## src/common/mfcu_cfg.svh

```systemverilog
// Purpose: constants of the frame check unit
// Assumes: included by bare name
// Notes: definitions only
`ifndef MFCU_CFG_SVH
`define MFCU_CFG_SVH

`define MFCU_CRC_PRESET 16'hffff
`define MFCU_CRC_POLY 16'ha001
`define MFCU_LAST_STEP 3'h7
`define MFCU_CHR_START 8'h3a
`define MFCU_CHR_CR 8'h0d
`define MFCU_CHR_LF 8'h0a
`define MFCU_FUNC_WMULTI 8'h10
`define MFCU_ADDR_BCAST 8'h00
`define MFCU_HDR_BYTES 6'h06
`define MFCU_MIN_ASCII 6'h03
`define MFCU_MIN_RTU 6'h04
`define MFCU_REQ_MIN_ASCII 6'h08
`define MFCU_REQ_MIN_RTU 6'h09
`define MFCU_NBYTES_MAX 6'h3f
`define MFCU_TX_LAST_ASCII 5'h10
`define MFCU_TX_LAST_RTU 5'h07
`define MFCU_FIFO_DEPTH 8

`endif

```

## src/common/mfcu_pkg.sv

```systemverilog
// Purpose: types of the frame check unit
// Assumes: nothing
// Notes: state enums only
`default_nettype none
package mfcu_pkg;
   typedef enum logic [1:0] {RX_COLLECT, RX_SHIFT, RX_EVAL, RX_WAIT} mfcu_rx_st_t;
   typedef enum logic {TX_IDLE, TX_SEND} mfcu_tx_st_t;
endpackage
`default_nettype wire

```

## src/core/mfcu_fifo.sv

```systemverilog
// Purpose: receive buffer between link and checker
// Assumes: single clock, out side may stall
// Notes: depth is a power of two
`default_nettype none
module mfcu_fifo #(
   parameter int WIDTH = 9,
   parameter int DEPTH = 8
) (
   // clock and reset
   input wire logic clk_sys,
   input wire logic rstn,
   // fill side
   input wire logic in_valid,
   output logic in_ready,
   input wire logic [WIDTH-1:0] in_data,
   // drain side
   output logic out_valid,
   input wire logic out_ready,
   output logic [WIDTH-1:0] out_data
);
   localparam int AW = $clog2(DEPTH);

   logic [WIDTH-1:0] mem_q [DEPTH];
   logic [AW-1:0] wr_q, wr_d, rd_q, rd_d;
   logic [AW:0] cnt_q, cnt_d;
   logic push, pop;

   assign in_ready = (cnt_q != (AW+1)'(DEPTH));
   assign out_valid = (cnt_q != '0);
   assign out_data = mem_q[rd_q];
   assign push = in_valid && in_ready;
   assign pop = out_valid && out_ready;

   always_comb begin
      wr_d = push ? wr_q + 1'b1 : wr_q;
      rd_d = pop ? rd_q + 1'b1 : rd_q;
      cnt_d = cnt_q;
      if (push && !pop) begin
         cnt_d = cnt_q + 1'b1;
      end else if (pop && !push) begin
         cnt_d = cnt_q - 1'b1;
      end
   end

   always_ff @(posedge clk_sys or negedge rstn) begin
      if (!rstn) begin
         wr_q <= '0;
         rd_q <= '0;
         cnt_q <= '0;
      end else begin
         wr_q <= wr_d;
         rd_q <= rd_d;
         cnt_q <= cnt_d;
      end
   end

   // storage holds no reset; only valid words are ever read
   always_ff @(posedge clk_sys) begin
      if (push) begin
         mem_q[wr_q] <= in_data;
      end
   end
endmodule
`default_nettype wire

```

## src/core/mfcu_frame_check.sv

```systemverilog
// Purpose: frame check and write-multiple reply for the serial slave link
// Assumes: characters or bytes arrive already deframed; mode stable per frame
// Notes: ascii mode takes characters, rtu mode takes bytes with a last flag
`include "mfcu_cfg.svh"
`default_nettype none
module mfcu_frame_check #(
   parameter int FIFO_DEPTH = `MFCU_FIFO_DEPTH
) (
   // clock and reset
   input wire logic clk_sys,
   input wire logic rstn,
   // framing mode
   input wire logic mode_ascii,
   // receive stream
   input wire logic rx_valid,
   output logic rx_ready,
   input wire logic [7:0] rx_data,
   input wire logic rx_last,
   // transmit stream
   output logic tx_valid,
   input wire logic tx_ready,
   output logic [7:0] tx_data,
   // frame status
   output logic frame_good,
   output logic frame_bad,
   output logic [15:0] rx_crc,
   output logic [7:0] rx_lrc
);
   // ************************************************************
   // helpers
   // ************************************************************
   function automatic logic [15:0] crc_step(input logic [15:0] c);
      return c[0] ? ((c >> 1) ^ `MFCU_CRC_POLY) : (c >> 1);
   endfunction

   function automatic logic [15:0] crc_bytes(input logic [47:0] b);
      logic [15:0] c;
      c = `MFCU_CRC_PRESET;
      for (int i = 0; i < 6; i++) begin
         c = c ^ {8'h00, b[8*i +: 8]};
         for (int j = 0; j < 8; j++) begin
            c = crc_step(c);
         end
      end
      return c;
   endfunction

   function automatic logic [7:0] lrc_bytes(input logic [47:0] b);
      logic [7:0] s;
      s = 8'h00;
      for (int i = 0; i < 6; i++) begin
         s = s + b[8*i +: 8];
      end
      return 8'h00 - s;
   endfunction

   function automatic logic [4:0] hex_dec(input logic [7:0] ch);
      if (ch >= 8'h30 && ch <= 8'h39) begin
         return {1'b1, ch[3:0]};
      end else if (ch >= 8'h41 && ch <= 8'h46) begin
         return {1'b1, ch[3:0] + 4'h9};
      end
      return 5'h00;
   endfunction

   function automatic logic [7:0] hex_enc(input logic [3:0] n);
      return (n < 4'ha) ? {4'h3, n} : {4'h4, n - 4'h9};
   endfunction

   function automatic logic [7:0] tx_char(input logic asc, input logic [4:0] idx,
                                          input logic [63:0] rep);
      logic [4:0] k;
      logic [7:0] b;
      k = idx - 5'h01;
      b = rep[{k[3:1], 3'b000} +: 8];
      if (!asc) begin
         return rep[{idx[2:0], 3'b000} +: 8];
      end else if (idx == 5'h00) begin
         return `MFCU_CHR_START;
      end else if (idx == `MFCU_TX_LAST_ASCII - 5'h01) begin
         return `MFCU_CHR_CR;
      end else if (idx == `MFCU_TX_LAST_ASCII) begin
         return `MFCU_CHR_LF;
      end
      return hex_enc(k[0] ? b[3:0] : b[7:4]);
   endfunction

   // ************************************************************
   // receive buffer
   // ************************************************************
   logic f_valid, f_ready, f_last;
   logic [7:0] f_byte;

   mfcu_fifo #(.WIDTH(9), .DEPTH(FIFO_DEPTH)) i_mfcu_fifo (
      .clk_sys(clk_sys),
      .rstn(rstn),
      .in_valid(rx_valid),
      .in_ready(rx_ready),
      .in_data({rx_last, rx_data}),
      .out_valid(f_valid),
      .out_ready(f_ready),
      .out_data({f_last, f_byte})
   );

   // ************************************************************
   // receive checker
   // ************************************************************
   mfcu_pkg::mfcu_rx_st_t rx_st_q, rx_st_d;
   mfcu_pkg::mfcu_tx_st_t tx_st_q, tx_st_d;
   logic [15:0] crc_q, crc_d;
   logic [7:0] lrc_q, lrc_d;
   logic [2:0] step_q, step_d;
   logic [3:0] nib_q, nib_d;
   logic nib_have_q, nib_have_d, cr_q, cr_d, in_frame_q, in_frame_d;
   logic err_q, err_d, last_q, last_d, good_q, good_d, bad_q, bad_d;
   logic [5:0] nbytes_q, nbytes_d;
   logic [47:0] hdr_q, hdr_d;
   logic take, frame_ok, want_reply, tx_start;
   logic [4:0] hx;
   logic [7:0] abyte;

   // the shift state stalls the buffer, so a full buffer back-pressures the link
   assign f_ready = (rx_st_q == mfcu_pkg::RX_COLLECT);
   assign take = f_valid && f_ready;
   assign hx = hex_dec(f_byte);
   assign abyte = {nib_q, hx[3:0]};
   assign frame_ok = mode_ascii
      ? (!err_q && !nib_have_q && lrc_q == 8'h00 && nbytes_q >= `MFCU_MIN_ASCII)
      : (crc_q == 16'h0000 && nbytes_q >= `MFCU_MIN_RTU);
   assign want_reply = hdr_q[15:8] == `MFCU_FUNC_WMULTI && hdr_q[7:0] != `MFCU_ADDR_BCAST
      && nbytes_q >= (mode_ascii ? `MFCU_REQ_MIN_ASCII : `MFCU_REQ_MIN_RTU);
   assign tx_start = (rx_st_q == mfcu_pkg::RX_EVAL) && frame_ok && want_reply;

   always_comb begin
      rx_st_d = rx_st_q;
      crc_d = crc_q;
      lrc_d = lrc_q;
      step_d = step_q;
      nib_d = nib_q;
      nib_have_d = nib_have_q;
      cr_d = cr_q;
      in_frame_d = in_frame_q;
      err_d = err_q;
      last_d = last_q;
      nbytes_d = nbytes_q;
      hdr_d = hdr_q;
      good_d = 1'b0;
      bad_d = 1'b0;
      case (rx_st_q)
         mfcu_pkg::RX_COLLECT: begin
            if (take && mode_ascii) begin
               if (f_byte == `MFCU_CHR_START) begin
                  in_frame_d = 1'b1;
                  lrc_d = 8'h00;
                  nib_have_d = 1'b0;
                  cr_d = 1'b0;
                  err_d = 1'b0;
                  nbytes_d = 6'h00;
               end else if (!in_frame_q) begin
                  in_frame_d = 1'b0;
               end else if (hx[4] && !cr_q) begin
                  nib_d = hx[3:0];
                  nib_have_d = !nib_have_q;
                  if (nib_have_q) begin
                     lrc_d = lrc_q + abyte;
                     if (nbytes_q < `MFCU_HDR_BYTES) begin
                        hdr_d[{nbytes_q[2:0], 3'b000} +: 8] = abyte;
                     end
                     if (nbytes_q != `MFCU_NBYTES_MAX) begin
                        nbytes_d = nbytes_q + 6'h01;
                     end
                  end
               end else if (f_byte == `MFCU_CHR_CR && !cr_q) begin
                  cr_d = 1'b1;
               // lf after cr closes the frame
               end else if (f_byte == `MFCU_CHR_LF && cr_q) begin
                  rx_st_d = mfcu_pkg::RX_EVAL;
               end else begin
                  err_d = 1'b1;
               end
            end else if (take) begin
               crc_d = (in_frame_q ? crc_q : `MFCU_CRC_PRESET) ^ {8'h00, f_byte};
               in_frame_d = 1'b1;
               last_d = f_last;
               step_d = 3'h0;
               if (!in_frame_q) begin
                  nbytes_d = 6'h01;
                  hdr_d[7:0] = f_byte;
               end else begin
                  if (nbytes_q < `MFCU_HDR_BYTES) begin
                     hdr_d[{nbytes_q[2:0], 3'b000} +: 8] = f_byte;
                  end
                  if (nbytes_q != `MFCU_NBYTES_MAX) begin
                     nbytes_d = nbytes_q + 6'h01;
                  end
               end
               rx_st_d = mfcu_pkg::RX_SHIFT;
            end
         end
         mfcu_pkg::RX_SHIFT: begin
            crc_d = crc_step(crc_q);
            step_d = step_q + 3'h1;
            if (step_q == `MFCU_LAST_STEP) begin
               // last byte leaves the final check
               rx_st_d = last_q ? mfcu_pkg::RX_EVAL : mfcu_pkg::RX_COLLECT;
            end
         end
         mfcu_pkg::RX_EVAL: begin
            good_d = frame_ok;
            bad_d = !frame_ok;
            in_frame_d = 1'b0;
            cr_d = 1'b0;
            rx_st_d = tx_start ? mfcu_pkg::RX_WAIT : mfcu_pkg::RX_COLLECT;
         end
         mfcu_pkg::RX_WAIT: begin
            // half duplex: no new request is taken while replying
            if (tx_st_q == mfcu_pkg::TX_IDLE) begin
               rx_st_d = mfcu_pkg::RX_COLLECT;
            end
         end
         default: begin
            rx_st_d = mfcu_pkg::RX_COLLECT;
         end
      endcase
   end

   always_ff @(posedge clk_sys or negedge rstn) begin
      if (!rstn) begin
         rx_st_q <= mfcu_pkg::RX_COLLECT;
         crc_q <= `MFCU_CRC_PRESET;
         lrc_q <= 8'h00;
         step_q <= 3'h0;
         nib_q <= 4'h0;
         nib_have_q <= 1'b0;
         cr_q <= 1'b0;
         in_frame_q <= 1'b0;
         err_q <= 1'b0;
         last_q <= 1'b0;
         nbytes_q <= 6'h00;
         hdr_q <= 48'h0;
         good_q <= 1'b0;
         bad_q <= 1'b0;
      end else begin
         rx_st_q <= rx_st_d;
         crc_q <= crc_d;
         lrc_q <= lrc_d;
         step_q <= step_d;
         nib_q <= nib_d;
         nib_have_q <= nib_have_d;
         cr_q <= cr_d;
         in_frame_q <= in_frame_d;
         err_q <= err_d;
         last_q <= last_d;
         nbytes_q <= nbytes_d;
         hdr_q <= hdr_d;
         good_q <= good_d;
         bad_q <= bad_d;
      end
   end

   assign frame_good = good_q;
   assign frame_bad = bad_q;
   assign rx_crc = crc_q;
   assign rx_lrc = lrc_q;

   // ************************************************************
   // reply transmitter
   // ************************************************************
   logic [63:0] rep_q, rep_d;
   logic [4:0] idx_q, idx_d;
   logic [7:0] txd_q, txd_d;
   logic txv_q, txv_d, asc_q, asc_d;
   logic [15:0] rep_crc;
   logic [7:0] rep_lrc;

   assign rep_crc = crc_bytes(hdr_q);
   // negated sum as the check byte
   assign rep_lrc = lrc_bytes(hdr_q);

   always_comb begin
      tx_st_d = tx_st_q;
      rep_d = rep_q;
      idx_d = idx_q;
      txd_d = txd_q;
      txv_d = txv_q;
      asc_d = asc_q;
      case (tx_st_q)
         mfcu_pkg::TX_IDLE: begin
            if (tx_start) begin
               // crc low byte in the earlier slot
               rep_d = {mode_ascii ? {8'h00, rep_lrc} : rep_crc, hdr_q};
               asc_d = mode_ascii;
               idx_d = 5'h00;
               txd_d = tx_char(mode_ascii, 5'h00, rep_d);
               txv_d = 1'b1;
               tx_st_d = mfcu_pkg::TX_SEND;
            end
         end
         mfcu_pkg::TX_SEND: begin
            if (tx_ready) begin
               if (idx_q == (asc_q ? `MFCU_TX_LAST_ASCII : `MFCU_TX_LAST_RTU)) begin
                  txv_d = 1'b0;
                  tx_st_d = mfcu_pkg::TX_IDLE;
               end else begin
                  idx_d = idx_q + 5'h01;
                  txd_d = tx_char(asc_q, idx_d, rep_q);
               end
            end
         end
         default: begin
            tx_st_d = mfcu_pkg::TX_IDLE;
            txv_d = 1'b0;
         end
      endcase
   end

   always_ff @(posedge clk_sys or negedge rstn) begin
      if (!rstn) begin
         tx_st_q <= mfcu_pkg::TX_IDLE;
         rep_q <= 64'h0;
         idx_q <= 5'h00;
         txd_q <= 8'h00;
         txv_q <= 1'b0;
         asc_q <= 1'b0;
      end else begin
         tx_st_q <= tx_st_d;
         rep_q <= rep_d;
         idx_q <= idx_d;
         txd_q <= txd_d;
         txv_q <= txv_d;
         asc_q <= asc_d;
      end
   end

   assign tx_valid = txv_q;
   assign tx_data = txd_q;

   // ************************************************************
   // checks
   // ************************************************************
   a_crc_preset: assert property (@(posedge clk_sys) disable iff (!rstn)
      take && !mode_ascii && !in_frame_q |=> crc_q[15:8] == 8'hff)
      else $error("crc not preset at frame start");
   a_fold_low: assert property (@(posedge clk_sys) disable iff (!rstn)
      take && !mode_ascii && in_frame_q
      |=> crc_q == ($past(crc_q) ^ {8'h00, $past(f_byte)}))
      else $error("byte not folded into low half");
   a_shift_step: assert property (@(posedge clk_sys) disable iff (!rstn)
      rx_st_q == mfcu_pkg::RX_SHIFT && crc_q[0]
      |=> crc_q[15] && crc_q[13] == !$past(crc_q[14]))
      else $error("polynomial not applied");
   a_eight_steps: assert property (@(posedge clk_sys) disable iff (!rstn)
      $rose(rx_st_q == mfcu_pkg::RX_SHIFT)
      |-> (rx_st_q == mfcu_pkg::RX_SHIFT)[*8] ##1 rx_st_q != mfcu_pkg::RX_SHIFT)
      else $error("byte not given eight steps");
   a_lrc_wrap: assert property (@(posedge clk_sys) disable iff (!rstn)
      take && mode_ascii && hx[4] && nib_have_q && in_frame_q && !cr_q
      |=> lrc_q == 8'($past(lrc_q) + $past(abyte)))
      else $error("sum not wrapped to eight bits");
   a_bad_silent: assert property (@(posedge clk_sys) disable iff (!rstn)
      rx_st_q == mfcu_pkg::RX_EVAL && !frame_ok |=> !tx_valid [*3])
      else $error("reply to a bad frame");
   a_reply_start: assert property (@(posedge clk_sys) disable iff (!rstn)
      tx_start |=> tx_valid && tx_data == (mode_ascii ? `MFCU_CHR_START : hdr_q[7:0]))
      else $error("reply did not start");
   a_crc_low_first: assert property (@(posedge clk_sys) disable iff (!rstn)
      tx_valid && !asc_q && idx_q == 5'h06 |-> tx_data == rep_q[55:48])
      else $error("crc high byte sent first");
   a_lrc_negate: assert property (@(posedge clk_sys) disable iff (!rstn)
      tx_valid && asc_q |-> 8'(rep_q[7:0] + rep_q[15:8] + rep_q[23:16] + rep_q[31:24]
      + rep_q[39:32] + rep_q[47:40] + rep_q[55:48]) == 8'h00)
      else $error("check byte is not the negated sum");
   a_ascii_tail: assert property (@(posedge clk_sys) disable iff (!rstn)
      tx_valid && asc_q && idx_q == `MFCU_TX_LAST_ASCII |-> tx_data == `MFCU_CHR_LF
      && ($past(tx_data) == `MFCU_CHR_CR || $past(idx_q) == idx_q))
      else $error("ascii reply tail wrong");
endmodule
`default_nettype wire

```

## config.mk

```make
export PLATFORM = sky130hd
export DESIGN_NAME = mfcu_frame_check
export DESIGN_NICKNAME = d
export VERILOG_FILES = /design/src/common/mfcu_pkg.sv /design/src/core/mfcu_fifo.sv /design/src/core/mfcu_frame_check.sv
export VERILOG_INCLUDE_DIRS = /design/src /design/src/common
export SDC_FILE = /design/constraint.sdc
export NUM_CORES = 1
export LEC_CHECK = 0
export ABC_AREA = 1
export BUFFER_PORTS_ARGS = -buffer_cell sky130_fd_sc_hd__buf_2
export CORE_MARGIN = 2
export CORE_UTILIZATION = 55
export DETAILED_ROUTE_END_ITERATION = 6
export PLACE_DENSITY_LB_ADDON = 0.2
export SLEW_MARGIN = 0
export SYNTH_ARGS = -nofsm -noshare
export SYNTH_HDL_FRONTEND = slang
export SYNTH_SLANG_ARGS = --single-unit
```

## constraint.sdc

```tcl
create_clock -name clk_sys -period 5.3 [get_ports clk_sys]
set_input_delay 0.795 -clock clk_sys [delete_from_list [all_inputs] [get_ports clk_sys]]
set_output_delay 0.795 -clock clk_sys [all_outputs]
set_load 0.05 [all_outputs]
```

=== After elaboration in Yosys (flattened, before gate mapping) ===
Memory sizes are Yosys's and may differ from the RTL's.
Cells that the tools add are included.

* Memory bits (writable): 72
* Flip-flop bits (word level): 184
* Logic and storage cells: 375
* Input port bits: 14
* Memories kept: 1
* Output and inout bits: 36

* Reductions and logical operators: 53
* Multiplexer cells: 160
* Shift operators: 5
* Eq/ne operators: 44
* Add/sub/neg operators: 19
* Bitwise gates (word level): 59
* Magnitude comparators: 10

{| class="wikitable"
|+ Memories
! name !! words !! width !! read ports !! clocked after memory_dff !! write ports !! RTL line !! text
|-
| i_mfcu_fifo.mem_q || 8 || 9 || 1 || 0 || 1 || mfcu_fifo.sv:23 || <nowiki>logic [WIDTH-1:0] mem_q [DEPTH];</nowiki>
|}

{| class="wikitable"
|+ Operators by type and width
! operator !! number
|-
| 2-to-1 mux 16 bit || 53
|-
| 2-to-1 mux 48 bit || 8
|-
| inverter 2 -> 3 bit || 49
|-
| indexed part select 64 x 7 -> 8 bit || 2
|-
| 2-to-1 mux 8 bit || 15
|-
| bitwise mux 48 bit || 2
|-
| indexed part select 8 x 8 -> 48 bit || 2
|-
| bitwise XOR 16 x 8 -> 16 bit || 6
|-
| adder 8 bit || 6
|-
| 2-to-1 mux 6 bit || 8
|-
| variable shift 8 x 8 -> 48 bit (first input constant) || 1
|-
| 2-to-1 mux 40 bit || 1
|-
| 2-to-1 mux 1 bit || 39
|-
| 2-to-1 mux 5 bit || 7
|-
| case mux 16 bit (2 select lines) || 1
|-
| inequality test 2 bit (second input constant) || 14
|-
| inequality test 3 bit (second input constant) || 9
|-
| AND reduction 8 bit || 3
|-
| 2-to-1 mux 2 bit || 11
|-
| AND reduction 5 bit || 4
|-
| logical AND 1 bit || 18
|-
| == test 8 x 4 -> 1 bit (second input constant) || 2
|-
| logical NOT 16 bit || 1
|-
| inverter 8 -> 16 bit || 1
|-
| 51 further kinds || 87
|}

=== Longest topological paths before layout ===
Gate-level depths: netlist of the first run.

* Depth in word-level cells: 108
* Gate-level depth with buffers: 30
* Depth with buffers taken out: 30

=== Cells and area by module ===
From an unflattened synthesis of the first run, not the netlist that was laid out.

* Cell total of the unflattened synthesis: 2,021
* Area total of the unflattened synthesis: 15,935.3 um^2

{| class="wikitable"
|+ By module, submodules not included
! module !! area an instance (um^2) !! times used !! seq. area each (um^2) !! cells an instance
|-
| mfcu_frame_check || 12,391.9 || 1 || 4,374.2 || 1,701
|-
| mfcu_fifo || 3,543.4 || 1 || 2,412.3 || 320
|}

=== Worst setup path before layout of the first run ===
Ideal clock, no wire load.

* Kind: flip-flop to flip-flop
* Start: register hdr_q[26]
* End: register rep_q[54]
* Data required time: 5.171 ns
* Arrival time: 3.558 ns
* Setup slack: 1.612 ns
* Library setup time: 0.129 ns
* Period minus slack after synthesis: 3.688 ns
* Path buffers: 0
* Stages on the path, launching flop included: 15
* Path through: dfrtp_1 inv_1 fa_1 inv_1 fa_1 inv_1 fa_1 fa_1 ha_1 inv_1 fa_1 o21ai_0 xor2_1 o21ai_0 o22ai_1

* Word-level cells in the longest chain between the ends: 30

{| class="wikitable"
|+ RTL lines
! what !! RTL line !! text
|-
| from (decl) || mfcu_frame_check.sv:117 || <nowiki>logic [47:0] hdr_q, hdr_d;</nowiki>
|-
| from (signal assigned) || mfcu_frame_check.sv:255 || <nowiki>hdr_q <= hdr_d;</nowiki>
|-
| bitwise XOR 16 x 8 -> 16 bit || mfcu_frame_check.sv:40 || <nowiki>c = c ^ {8'h00, b[8*i +: 8]};</nowiki>
|-
| 2-to-1 mux 16 bit || mfcu_frame_check.sv:33 || <nowiki>return c[0] ? ((c >> 1) ^ `MFCU_CRC_POLY) : (c >> 1);</nowiki>
|-
| inverter 2 -> 3 bit (no source line) || n/a ||
|-
| 2-to-1 mux 16 bit (7 in a row) || mfcu_frame_check.sv:33 ||
|-
| bitwise XOR 16 x 8 -> 16 bit || mfcu_frame_check.sv:40 ||
|-
| 2-to-1 mux 16 bit (7 in a row) || mfcu_frame_check.sv:33 ||
|-
| 2-to-1 mux 16 bit or inverter 2 -> 3 bit (tied branches) || n/a ||
|-
| bitwise XOR 16 x 8 -> 16 bit or 2-to-1 mux 16 bit (tied branches) || mfcu_frame_check.sv:40, mfcu_frame_check.sv:33 ||
|-
| inverter 2 -> 3 bit (no source line) or bitwise XOR 16 x 8 -> 16 bit (tied branches) || n/a ||
|-
| 2-to-1 mux 16 bit (8 in a row) || mfcu_frame_check.sv:33 ||
|-
| 2-to-1 mux 16 bit * || mfcu_frame_check.sv:291 || <nowiki>rep_d = {mode_ascii ? {8'h00, rep_lrc} : rep_crc, hdr_q};</nowiki>
|-
| to (signal assigned) || mfcu_frame_check.sv:327 || <nowiki>rep_q <= rep_d;</nowiki>
|-
| to (decl) || mfcu_frame_check.sv:269 || <nowiki>logic [63:0] rep_q, rep_d;</nowiki>
|}

Every way passes the cells marked *; elsewhere a longest branch is shown, timed or not.
A chain may end at the register's enable or synchronous reset.

=== Final worst setup path of the first run ===
* Start: register i_mfcu_fifo.rd_q[1]
* End: register lrc_q[7] (netlist: rx_lrc[7])

* Word-level cells in the longest chain between the ends: 11

{| class="wikitable"
|+ RTL lines
! what !! RTL line !! text
|-
| from (decl) || mfcu_fifo.sv:24 || <nowiki>logic [AW-1:0] wr_q, wr_d, rd_q, rd_d;</nowiki>
|-
| from (signal assigned) || mfcu_fifo.sv:52 || <nowiki>rd_q <= rd_d;</nowiki>
|-
| memory read (8 x 9 bit) * || n/a ||
|-
| greater-or-equal comparator 8 x 7 -> 1 bit or <= comparator 8 x 7 -> 1 bit (tied branches) || mfcu_frame_check.sv:60 || <nowiki>end else if (ch >= 8'h41 && ch <= 8'h46) begin</nowiki>
|-
| logical AND 1 bit || mfcu_frame_check.sv:60 ||
|-
| 2-to-1 mux 1 bit || mfcu_frame_check.sv:60 ||
|-
| 2-to-1 mux 1 bit || mfcu_frame_check.sv:58 || <nowiki>if (ch >= 8'h30 && ch <= 8'h39) begin</nowiki>
|-
| 2-to-1 mux 5 bit * || mfcu_frame_check.sv:63 || <nowiki>return 5'h00;</nowiki>
|-
| net hx[2] || mfcu_frame_check.sv:119 || <nowiki>logic [4:0] hx;</nowiki>
|-
| adder 8 bit * || mfcu_frame_check.sv:165 || <nowiki>lrc_d = lrc_q + abyte;</nowiki>
|-
| 2-to-1 mux 8 bit * || mfcu_frame_check.sv:164 || <nowiki>if (nib_have_q) begin</nowiki>
|-
| 2-to-1 mux 8 bit * || mfcu_frame_check.sv:161 || <nowiki>end else if (hx[4] && !cr_q) begin</nowiki>
|-
| 2-to-1 mux 8 bit * || mfcu_frame_check.sv:159 || <nowiki>end else if (!in_frame_q) begin</nowiki>
|-
| 2-to-1 mux 8 bit * || mfcu_frame_check.sv:152 || <nowiki>if (f_byte == `MFCU_CHR_START) begin</nowiki>
|-
| to (signal assigned) || mfcu_frame_check.sv:246 || <nowiki>lrc_q <= lrc_d;</nowiki>
|-
| to (decl) || mfcu_frame_check.sv:111 || <nowiki>logic [7:0] lrc_q, lrc_d;</nowiki>
|}

Mark *: on every way through the listed nets, which the timed path passes. The rest lies on a longest branch. The select of a mux whose other input is x is not followed.

==> impl_metrics.toml, run 1 <==
[run_status]
status = "complete, no violations"

[cells_and_area]
layout-drive-gt1-share = 0.1065
fin_area_sq_um = 17350
syn2layout_area_growth_pct = 9.741
fillers = 2495
diodes = 0
final_nets = 1985

[timing]
rsz0062_at_grt = "false"
fin_setup_tns_ns = 0
final.min_clock_period_ns = 4.386
tightest_slew_ns = 1.079
hold_violations = 0
fin_crit_sh = 0.8276
slew_headroom = 0.2781
skew_ns = 0.03188
setup_violations = 0
fmax_mhz = 228.0
finalMaxSlewViolations = 0

[floorplan]
initial_core_util = 0.5554
core-area_sq_um = 28470
die_w_um = 173.6
num_rows = 62
fp.dieH_um = 173.6
dieArea_sq_um = 30120
io_pins = 50

[run]
maxCapViolCount = 0

[grt]
grt_overflow = 0
antenna_found_initial = 0
grt_pass1_wl_um = 72240
grt_pass1_vias = 12914
grt_max_degree = 117
grt.total_usage = 0.3048

[worst_setup_path]
cp.arrival_ns = 4.88
cpLargestDelayFamily = "compound AO/OA/AOI/OAI gates"
cp_slowest_cell = "dfrtp_1"
worst_r2r_endpoint = "rx_lrc[7]"
critPathMaxFanout = 25
r2r_start = "i_mfcu_fifo.rd_q[1]"
crit_path_end_kind = "flip-flop"
cp.required_ns = 5.79
critical_path_class = "flip-flop to flip-flop"
worstPathBufferInverterCount = 4
critical_path.cell_chain = "o21ai_0 > o221ai_1 > nand2_1 > inv_1 > ha_1 > inv_1 > o2111ai_1 > nand2_1 > nand2_1 > xor2_1 > inv_1 > nor2_1 > ha_1 > inv_1 > o21bai_1 > a21oi_1 > o21ai_0 > and2_1 > nor2_1 > nor2_1 > nor2_1 > a21oi_1 > o21ai_0 > o21ai_0"
reg2reg_depth = 24
reg2reg_slack_ns = 0.91
slowest_delay_ns = 0.77
cp-start-kind = "flip-flop"

[logic_synthesis]
synth.yosys.warnings = 0
yosys_most_used_dff = "dfrtp_1"
syn-num-nets = 1960
synth.top_cell.area_share = 0.2659
syn-cell-area_sq_um = 15810
postSynth.asyncResetShare = 0.7188
yosysSeqAreaShare = 0.4292
synth_most_common_cell = "nand2_1"
synth-edff-count = 72
ys_seq_elements = 256
synth_cell_types = 66
synth_top_cell_by_area = "dfrtp_1"
synth_common_cells = "nand2_1, o21ai_0, inv_1"
avgSynthCellArea_sq_um = 8.460
yosys-top-cells-area = "dfrtp_1, edfxtp_1, nand2_1, o21ai_0, inv_1"
synth_cells = 1869

[detailed_routing]
drc_errors = 0
routed_wl_um = 45530
wl_per_cell_um = 19.80
vias = 13505
vias_per_cell = 5.872
antenna_left = 0
drtIter0Drc = 1365
drtPass1Iterations = 6

[clock_tree]
clockRootBuffer = "clkbuf_16"
holdBufCountCts = 0
numCtsBuffers = 28
path_clk_slew_ns = 0.07
clockBufferDepth = 3
cts_sinks = 256
post-cts-setup-buffer-count = 0
h-tree-depth = 1
cts-resized-gates = 0
clk_latency_ns = 0.57
tritoncts = "done"

[place]
post-dp-hpwl_um = 33740
place.gp.congestion = 0.9528
io_buffers = 49
placed_cell_area_sq_um = 16350

[worst_hold_path]
hold_class = "input pin to asynchronous set/reset pin"
==> layout make-up <==
class	instances	area, sq um	area share
flip-flops and latches	256	6787	0.3911
multi-input cells	1311	7846	0.4522
clock inverters	22	289.0	0.01666
clock buffers	30	708.2	0.04081
repair buffers	64	366.6	0.02113
inverters	233	874.6	0.05040
well taps	384	480.5	0.02769
==> routing by layer <==
| metal | track usage | wire length, um | vias up |
|---|---|---|---|
| li1 | - | - | 6362 |
| met1 | 0.4182 | 19200 | 6465 |
| met2 | 0.4862 | 20940 | 546 |
| met3 | 0.03509 | 2913 | 132 |
| met4 | 0.1465 | 2484 | 0 |
| met5 | 0 | 0 | - |
==> worst max path at each step <==
stage / depth (start not counted) / startpoint / slack (ns) / endpoint
6_report: 24 / i_mfcu_fifo.rd_q[1] / 0.91 / rx_lrc[7]
5_1_grt: 24 / i_mfcu_fifo.rd_q[1] / 0.37 / rx_lrc[7]
4_1_cts: 24 / i_mfcu_fifo.rd_q[1] / 0.95 / rx_lrc[7]
3_5_place_dp: 24 / i_mfcu_fifo.rd_q[1] / 1.01 / rx_lrc[7]
3_3_place_gp: 24 / i_mfcu_fifo.rd_q[1] / 1.10 / rx_lrc[7]
2_1_floorplan: 14 / hdr_q[26] / 1.61 / rep_q[54]
==> sequential cells by signal, indices dropped and copies added, names as in the netlist <==
| signal | flops |
|---|---|
| i_mfcu_fifo.mem_q | 72 |
| rep_q | 64 |
| hdr_q | 48 |
| rx_crc | 16 |
| rx_lrc | 8 |
| tx_data | 8 |
| nbytes_q | 6 |
| idx_q | 5 |
| i_mfcu_fifo.cnt_q | 4 |
| nib_q | 4 |
| i_mfcu_fifo.rd_q | 3 |
| i_mfcu_fifo.wr_q | 3 |
| step_q | 3 |
| rx_st_q | 2 |
| asc_q | 1 |
| cr_q | 1 |
| err_q | 1 |
| frame_bad | 1 |
| frame_good | 1 |
| in_frame_q | 1 |
| last_q | 1 |
| nib_have_q | 1 |
| tx_st_q | 1 |
| tx_valid | 1 |
==> cell families after synthesis <==
group / Yosys count / share of synthesized area
AND/OR/NAND/NOR: 674 / 0.1890
AO/OA/AOI/OAI: 451 / 0.1653
buffers and inverters: 302 / 0.07486
flip-flops: 256 / 0.4292
XOR/XNOR: 91 / 0.05587
adder cells (fa/ha/maj): 77 / 0.07423
multiplexers: 18 / 0.01147
==> worst reg2reg max path, delay by kind of cell (launching register included) <==
family,cells,cell delay (ns)
AOI/OAI and AO/OA,9,1.46
xor gates and xnor gates,1,0.14
adders and majority gates,2,0.40
buffers and inverters,4,0.39
DFF,1,0.77
and+or+nand+nor,8,1.15
==> cell usage in the layout (no fill, tap or decap), types with 9 or more instances in the layout <==
cell type / Yosys / layout
a21oi_1: 75 / 75
a22oi_1: 12 / 12
a31oi_1: 15 / 15
buf_2: 12 / 48
buf_4: 3 / 15
clkbuf_16: 0 / 28
dfrtp_1: 168 / 168
dfstp_2: 16 / 16
edfxtp_1: 72 / 72
fa_1: 28 / 28
ha_1: 49 / 49
inv_1: 212 / 211
inv_2: 19 / 19
mux2i_1: 17 / 17
nand2_1: 357 / 357
nand2_2: 20 / 20
nand3_1: 91 / 91
nand4_1: 23 / 23
nor2_1: 127 / 125
nor3_1: 9 / 9
o211ai_1: 29 / 29
o21ai_0: 228 / 228
o21ai_1: 15 / 15
o221ai_1: 13 / 13
o22ai_1: 19 / 19
o31ai_1: 11 / 11
xnor2_1: 25 / 25
xor2_1: 56 / 56
==> metrics by stage <==
step	std cells	hold slack [ns]	util	setup WS, ns
2_1_floorplan	1869	0.4488	-	1.612
3_3_place_gp	2248	0.4657	0.5744	1.097
3_5_place_dp	2248	0.4741	0.5744	1.007
4_1_cts	2300	0.4192	0.6095	0.9530
5_1_grt	2300	0.4751	0.6095	0.3749
6_report	2300	0.3797	0.6095	0.9139
Power of run 1 is left out: the tool's default activity adds up to more than one toggle a clock period on the data nets, which glitch-free logic cannot reach.
==> inputs of run 2 (changes only) <==
==> constraint.sdc (replaced) <==
create_clock -name clk_sys -period 4.38 [get_ports clk_sys]
set_input_delay 0.657 -clock clk_sys [delete_from_list [all_inputs] [get_ports clk_sys]]
set_output_delay 0.657 -clock clk_sys [all_outputs]
set_load 0.05 [all_outputs]
==> run 2 against run 1 <==
Compared with the run above:
- utilization up 0.59 points
- die area unchanged
- non-clock buffer count up 16
- maximum frequency up 9.9%
- worst setup slack worse by 0.53 ns
- largest cell class unchanged
- highest routed layer unchanged
- critical endpoint unchanged
- critical path type unchanged
==> impl_metrics.toml, run 2 (same netlist as run 1, synthesis figures left out) <==
[run_status]
status = "complete, no violations"

[clock_tree]
cts_sinks = 256
clockBufferDepth = 3
path_clk_slew_ns = 0.07
clockRootBuffer = "clkbuf_16"
h-tree-depth = 1
holdBufCountCts = 0
clk_latency_ns = 0.57
tritoncts = "done"
numCtsBuffers = 28

[cells_and_area]
final_nets = 2002
reg_top3 = "i_mfcu_fifo.mem_q: 72 flops, rep_q: 64 flops, hdr_q: 48 flops"
syn2layout_area_growth_pct = 10.81
layout.cells.most_common = "nand2_1"
largest_reg_flops = 72
regMostFlops = "i_mfcu_fifo.mem_q"
diodes = 0
layout-drive-gt1-share = 0.1143
fillers = 2469
final_cell_mix = "nand2_1, o21ai_0, inv_1"

[timing]
finalMaxSlewViolations = 0
tightest_slew_ns = 1.107
final.min_clock_period_ns = 3.992
hold_violations = 0
setup_violations = 0
slew_headroom = 0.2595
fin_crit_sh = 0.9113
fin_setup_tns_ns = 0
fmax_mhz = 250.5
rsz0062_at_grt = "false"
skew_ns = 0.02305

[worst_setup_path]
cp_slowest_cell = "dfrtp_2"
cp.required_ns = 4.82
critical_path_class = "flip-flop to flip-flop"
crit_path_frequent_cell = "nand2_1"
critPathMaxFanout = 20
crit_path_end_kind = "flip-flop"
cp.arrival_ns = 4.43
cp-start-kind = "flip-flop"
slowest_delay_ns = 0.46
critical_path.cell_chain = "buf_6 > mux2i_1 > o22ai_1 > o21ai_2 > nand2_1 > nor3_4 > nand2_1 > inv_1 > nand2_1 > nand2_1 > inv_1 > ha_1 > a21oi_1 > o21bai_2 > a21oi_1 > o21ai_0 > and2_1 > nor2_1 > nor2_1 > nor2_1 > a21oi_1 > o21ai_0 > o21ai_0"

[floorplan]
core-area_sq_um = 28470
num_rows = 62
fp.dieH_um = 173.6
io_pins = 50
die_w_um = 173.6
dieArea_sq_um = 30120
initial_core_util = 0.5554

[detailed_routing]
vias = 13563
routed_wl_um = 46850
drc_errors = 0
wl_per_cell_um = 20.22
antenna_left = 0
vias_per_cell = 5.854
drtPass1Iterations = 5
drtIter0Drc = 1404

[worst_hold_path]
hold_class = "input pin to asynchronous set/reset pin"

[grt]
grt_pass1_vias = 13096
grt.total_usage = 0.3108
grt_max_degree = 108
antenna_found_initial = 0
grt_pass1_wl_um = 73310
grt_overflow = 0

[run]
maxCapViolCount = 0

[place]
post-dp-hpwl_um = 34840
place.gp.congestion = 0.9712
io_buffers = 49
-- run 2: changes by cell type in the layout (fill, tap and decap cells not counted), sizes merged --
| cell | previous run | this run |
|---|---|---|
| buf | 63 | 79 |
| inv | 231 | 229 |
| bufinv | 6 | 5 |
| clkbuf | 31 | 36 |
| clkinvlp | 2 | 4 |
| clkinv | 16 | 13 |
-- run 2: per-stage QoR --
stage	hold WS, ns	cell area, sq um	setup WS (ns)	utilization	instances
3_5_place_dp	0.4711	16490	0.4413	0.5793	2263
4_1_cts	0.2177	17480	0.4187	0.6140	2315
3_3_place_gp	0.4636	16490	0.4910	0.5793	2263
2_1_floorplan	0.3614	15810	0.6923	-	1869
6_report	0.1511	17520	0.3884	0.6154	2317
5_1_grt	0.2398	17520	0.02480	0.6154	2317
-- run 2: what timing repair did --
action	CTS	global route
setup endpoints to repair	0	1
buffers inserted	0	1
gates resized for setup	0	8
-- run 2: final timing paths --
kind / from / end / slack (ns) / cells past startpoint
max: i_mfcu_fifo.rd_q[0] / rx_lrc[7] / 0.39 / 23
min: rstn / idx_q[2] / 0.15 / 1
max reg2reg: i_mfcu_fifo.rd_q[0] / rx_lrc[7] / 0.39 / 23
min reg2reg: step_q[0] / step_q[0] / 0.48 / 1
max in group asynchronous: rstn / nbytes_q[3] / 3.25 / 2
min in group clk_sys: tx_ready / tx_st_q / 0.29 / 2
-- run 2: critical path, delay by kind of cell, from the launching register on --
kind	cells	cell delay, ns
AOI/OAI and AO/OA	9	1.22
and+or+nand+nor	9	1.16
buffers and inverters	3	0.49
DFF	1	0.46
adders and majority gates	1	0.29
muxes	1	0.24
-- run 2: final cells by class --
class	count	area (sq um)	share of cell area
multi-input cells	1311	7860	0.4486
flip-flops and latches	256	6788	0.3874
inverters	233	878.3	0.05013
clock buffers	35	747.0	0.04263
repair buffers	80	519.2	0.02964
well taps	384	480.5	0.02742
clock inverters	17	240.2	0.01371
repair inverters	1	7.507	0.0004285
-- run 2: layer usage --
layer	track usage	vias up	wire, um
li1	-	6395	-
met1	0.4104	6507	19470
met2	0.5152	543	22000
met3	0.03750	118	3013
met4	0.1441	0	2359
met5	0	-	0
Power of run 2 is left out for the same reason.
==> inputs of run 3 (changes only) <==
--- a/config.mk
+++ b/config.mk
@@ -6,10 +6,12 @@
 export SDC_FILE = /design/constraint.sdc
 export NUM_CORES = 1
 export LEC_CHECK = 0
-export ABC_AREA = 1
+export ABC_CLOCK_PERIOD_IN_PS = 4380
 export BUFFER_PORTS_ARGS = -buffer_cell sky130_fd_sc_hd__buf_2
+export CELL_PAD_IN_SITES_DETAIL_PLACEMENT = 2
+export CELL_PAD_IN_SITES_GLOBAL_PLACEMENT = 2
 export CORE_MARGIN = 2
-export CORE_UTILIZATION = 55
+export CORE_UTILIZATION = 43
 export DETAILED_ROUTE_END_ITERATION = 6
 export PLACE_DENSITY_LB_ADDON = 0.2
 export SLEW_MARGIN = 0
==> run 3 against run 2 <==
Compared with the run above:
- clock skew is 0.0047 ns higher
- maximum frequency is 5.7% lower
- synthesized area is 6.6% lower
- wire length is 15% higher
- non-clock buffer count is 40 higher
- utilization is 11 points lower
- worst setup slack worse by 0.24 ns
- cell count is 17% lower
- design area is 3.1% lower
- synthesized cell count is 28% lower
- count of clock-buffer cells in the layout is 2 higher
- critical endpoint unchanged
==> impl_metrics.toml, run 3 <==
[run_status]
status = "complete, no violations"

[cells_and_area]
multi_input_area_sq_um = 7443
utilization = 0.5036
final_cell_mix = "dfrtp_1, nand2_1, o21ai_0"
regArea_sq_um = 6790
layout.cells.most_common = "dfrtp_1"
reg_top3 = "i_mfcu_fifo.mem_q: 72 flops, rep_q: 64 flops, hdr_q: 48 flops"
final_nets = 1531
layout-drive-gt1-share = 0.2077
fillers = 3348
syn2layout_area_growth_pct = 14.98
largest_reg_flops = 72
regMostFlops = "i_mfcu_fifo.mem_q"

[power]
p_switching_mw = 7.199
combPwrFrac = 0.596
p_leak_nw = 7.064
power_mw = 15.25
p_clk_frac = 0.175
seq_power_share = 0.229
ir_worst_vdd_uv = 558.1
internal_power_mw = 8.052
swShare = 0.4721
power.density_nw_per_um2 = 898.6

[clock_tree]
path_clk_slew_ns = 0.07
h-tree-depth = 1
tritoncts = "done"
holdBufCountCts = 0
cts_sinks = 256
clk_latency_ns = 0.59
numCtsBuffers = 30
clockRootBuffer = "clkbuf_16"
clockBufferDepth = 3

[detailed_routing]
routed_wl_um = 54060
antenna_left = 0
vias_per_cell = 5.992
drtIter0Drc = 640
drc_errors = 0
drtPass1Iterations = 5
wl_per_cell_um = 28.26
vias = 11463

[worst_setup_path]
worst_r2r_endpoint = "rx_lrc[7]"
cp.depth = 21
critical_path_class = "flip-flop to flip-flop"
worstPathBufferInverterCount = 4
worstSetupStartpoint = "i_mfcu_fifo.rd_q[0]"
cpLargestDelayFamily = "compound AO/OA/AOI/OAI gates"
cp-start-kind = "flip-flop"
reg2reg_slack_ns = 0.15
cp.required_ns = 4.85
critical_path.cell_chain = "mux4_2 > mux2_2 > inv_1 > ha_1 > inv_1 > a32o_1 > a211o_1 > inv_1 > a22oi_2 > inv_2 > ha_1 > a21o_1 > a21oi_2 > o21bai_1 > a21oi_2 > o21bai_1 > a21oi_2 > xnor2_1 > o21ai_1 > nand2_1 > nand2_1"
cp.arrival_ns = 4.71
slowest_delay_ns = 0.55
r2r_start = "i_mfcu_fifo.rd_q[0]"
reg2reg_depth = 21
crit_path_end_kind = "flip-flop"
cp_slowest_cell = "mux4_2"
worstSetupEndpoint = "rx_lrc[7]"
critPathMaxFanout = 6

[logic_synthesis]
synth_common_cells = "dfrtp_1, nand2_1, o21ai_0"
synth_cells = 1348
postSynth.asyncResetShare = 0.7188
synth-edff-count = 72
yosys-top-cells-area = "dfrtp_1, edfxtp_1, mux4_2, xnor2_1, o21ai_0"
synth.yosys.warnings = 0
syn-num-nets = 1439
synth_most_common_cell = "dfrtp_1"
yosysSeqAreaShare = 0.4597
synth_cell_types = 71
yosys_most_used_dff = "dfrtp_1"
synth_top_cell_by_area = "dfrtp_1"
avgSynthCellArea_sq_um = 10.95
synth.top_cell.area_share = 0.2848
ys_seq_elements = 256
syn-cell-area_sq_um = 14760

[grt]
grt_pass1_vias = 12898
antenna_found_initial = 3
grt.total_usage = 0.3088
grt_max_degree = 75
grt_pass1_wl_um = 83520
grt_overflow = 0

[timing]
final.min_clock_period_ns = 4.234
finalMaxSlewViolations = 0
rsz0062_at_grt = "true"
fin_crit_sh = 0.9667
hold_violations = 0
slew_headroom = 0.1889
tightest_slew_ns = 1.212
layout_setup_ws_ns = 0.1457
setup_violations = 0
fmax_mhz = 236.2
skew_ns = 0.02771

[run]
maxCapViolCount = 0

[floorplan]
io_pins = 50
num_rows = 67
die_w_um = 189.3
fp.dieH_um = 189.3
core-area_sq_um = 33700
initial_core_util = 0.4380
dieArea_sq_um = 35830

[place]
dp_slack_ns = -0.2235
place.gp.congestion = 0.8656
post-dp-hpwl_um = 39910
io_buffers = 49

[worst_hold_path]
hold_class = "input pin to asynchronous set/reset pin"
-- run 3: changes by cell type in the layout (fill, tap and decap cells not counted), moves of 24 or more --
cell | previous run | this run
nor2_1 | 125 | 78
o211ai_1 | 29 | 5
inv_1 | 210 | 85
mux4_2 | 0 | 49
nand2_1 | 356 | 146
mux2_2 | 1 | 35
xnor2_1 | 25 | 102
o21ai_0 | 228 | 125
xor2_1 | 56 | 29
a21oi_1 | 75 | 47
buf_4 | 27 | 70
nand3_1 | 91 | 33
-- run 3: worst min-delay path by stage --
stage / start / to / slack (ns) / cells past startpoint
CTS: rstn / rep_q[16] / 0.12 / 1
finish: rstn / rep_q[43] / 0.09 / 1
global route: rstn / rep_q[43] / 0.13 / 1
floorplan: rstn / asc_q / 0.36 / 0
detailed placement: rx_crc[13] / rx_crc[12] / 0.48 / 2
global placement: rx_crc[13] / rx_crc[12] / 0.46 / 2
-- run 3: kinds of logic (layout without fill, tap and decap cells) --
kind of cell	count (synthesis)	count (layout)	synth area share
mux	110	110	0.1196
xor+xnor	135	135	0.08290
flops	256	256	0.4597
simple gates	341	341	0.1058
fa+ha+maj	77	77	0.07951
compound gates	278	278	0.1126
other cells	0	1	0
buf+inv	151	267	0.03992
-- run 3: what timing repair did --
item / CTS / global route
pin swaps: 0 / 3
resized for setup: 5 / 12
setup endpoints to repair: 1 / 4
buffers inserted: 0 / 7
hold endpoints to repair: 0 / 0
-- run 3: power groups by stage --
stage                     logic, mW  registers, mW  clock network (mW)
after global placement         8.22           3.47                   0
after floorplan                6.02           3.58                   0
after CTS                      8.94           3.49                2.71
after detailed placement       8.70           3.52                   0
after global routing           9.76           3.54                2.77
final                          9.09           3.49                2.67
-- run 3: routing by layer --
layer | global-route usage | share of wire | vias to the layer above
li1 | - | - | 4952
met4 | 0.1336 | 0.047 | 2
met1 | 0.3804 | 0.40 | 6041
met2 | 0.5410 | 0.51 | 348
met5 | 0 | 0.00020 | -
met3 | 0.04486 | 0.045 | 120
-- run 3: area by class of cell --
type                    count  area share
repair buffers            120     0.04711
flip-flops and latches    256      0.4001
inverters                  91     0.02013
diodes                      1   0.0001474
well taps                 448     0.03303
multi-input cells         941      0.4386
clock buffers              37     0.04696
clock inverters            19     0.01401
-- run 3: through the flow --
step | TNS [ns] | area [sq um] | hold slack, ns | instances
after CTS | 0 | 16890 | 0.1176 | 1905
final | 0 | 16970 | 0.09175 | 1913
after detailed placement | -0.2235 | 15840 | 0.4830 | 1849
after floorplan | 0 | 14760 | 0.3614 | 1348
after global placement | 0 | 15840 | 0.4635 | 1849
after global routing | -0.1611 | 16970 | 0.1276 | 1912
(Power assumes the default switching activity.)
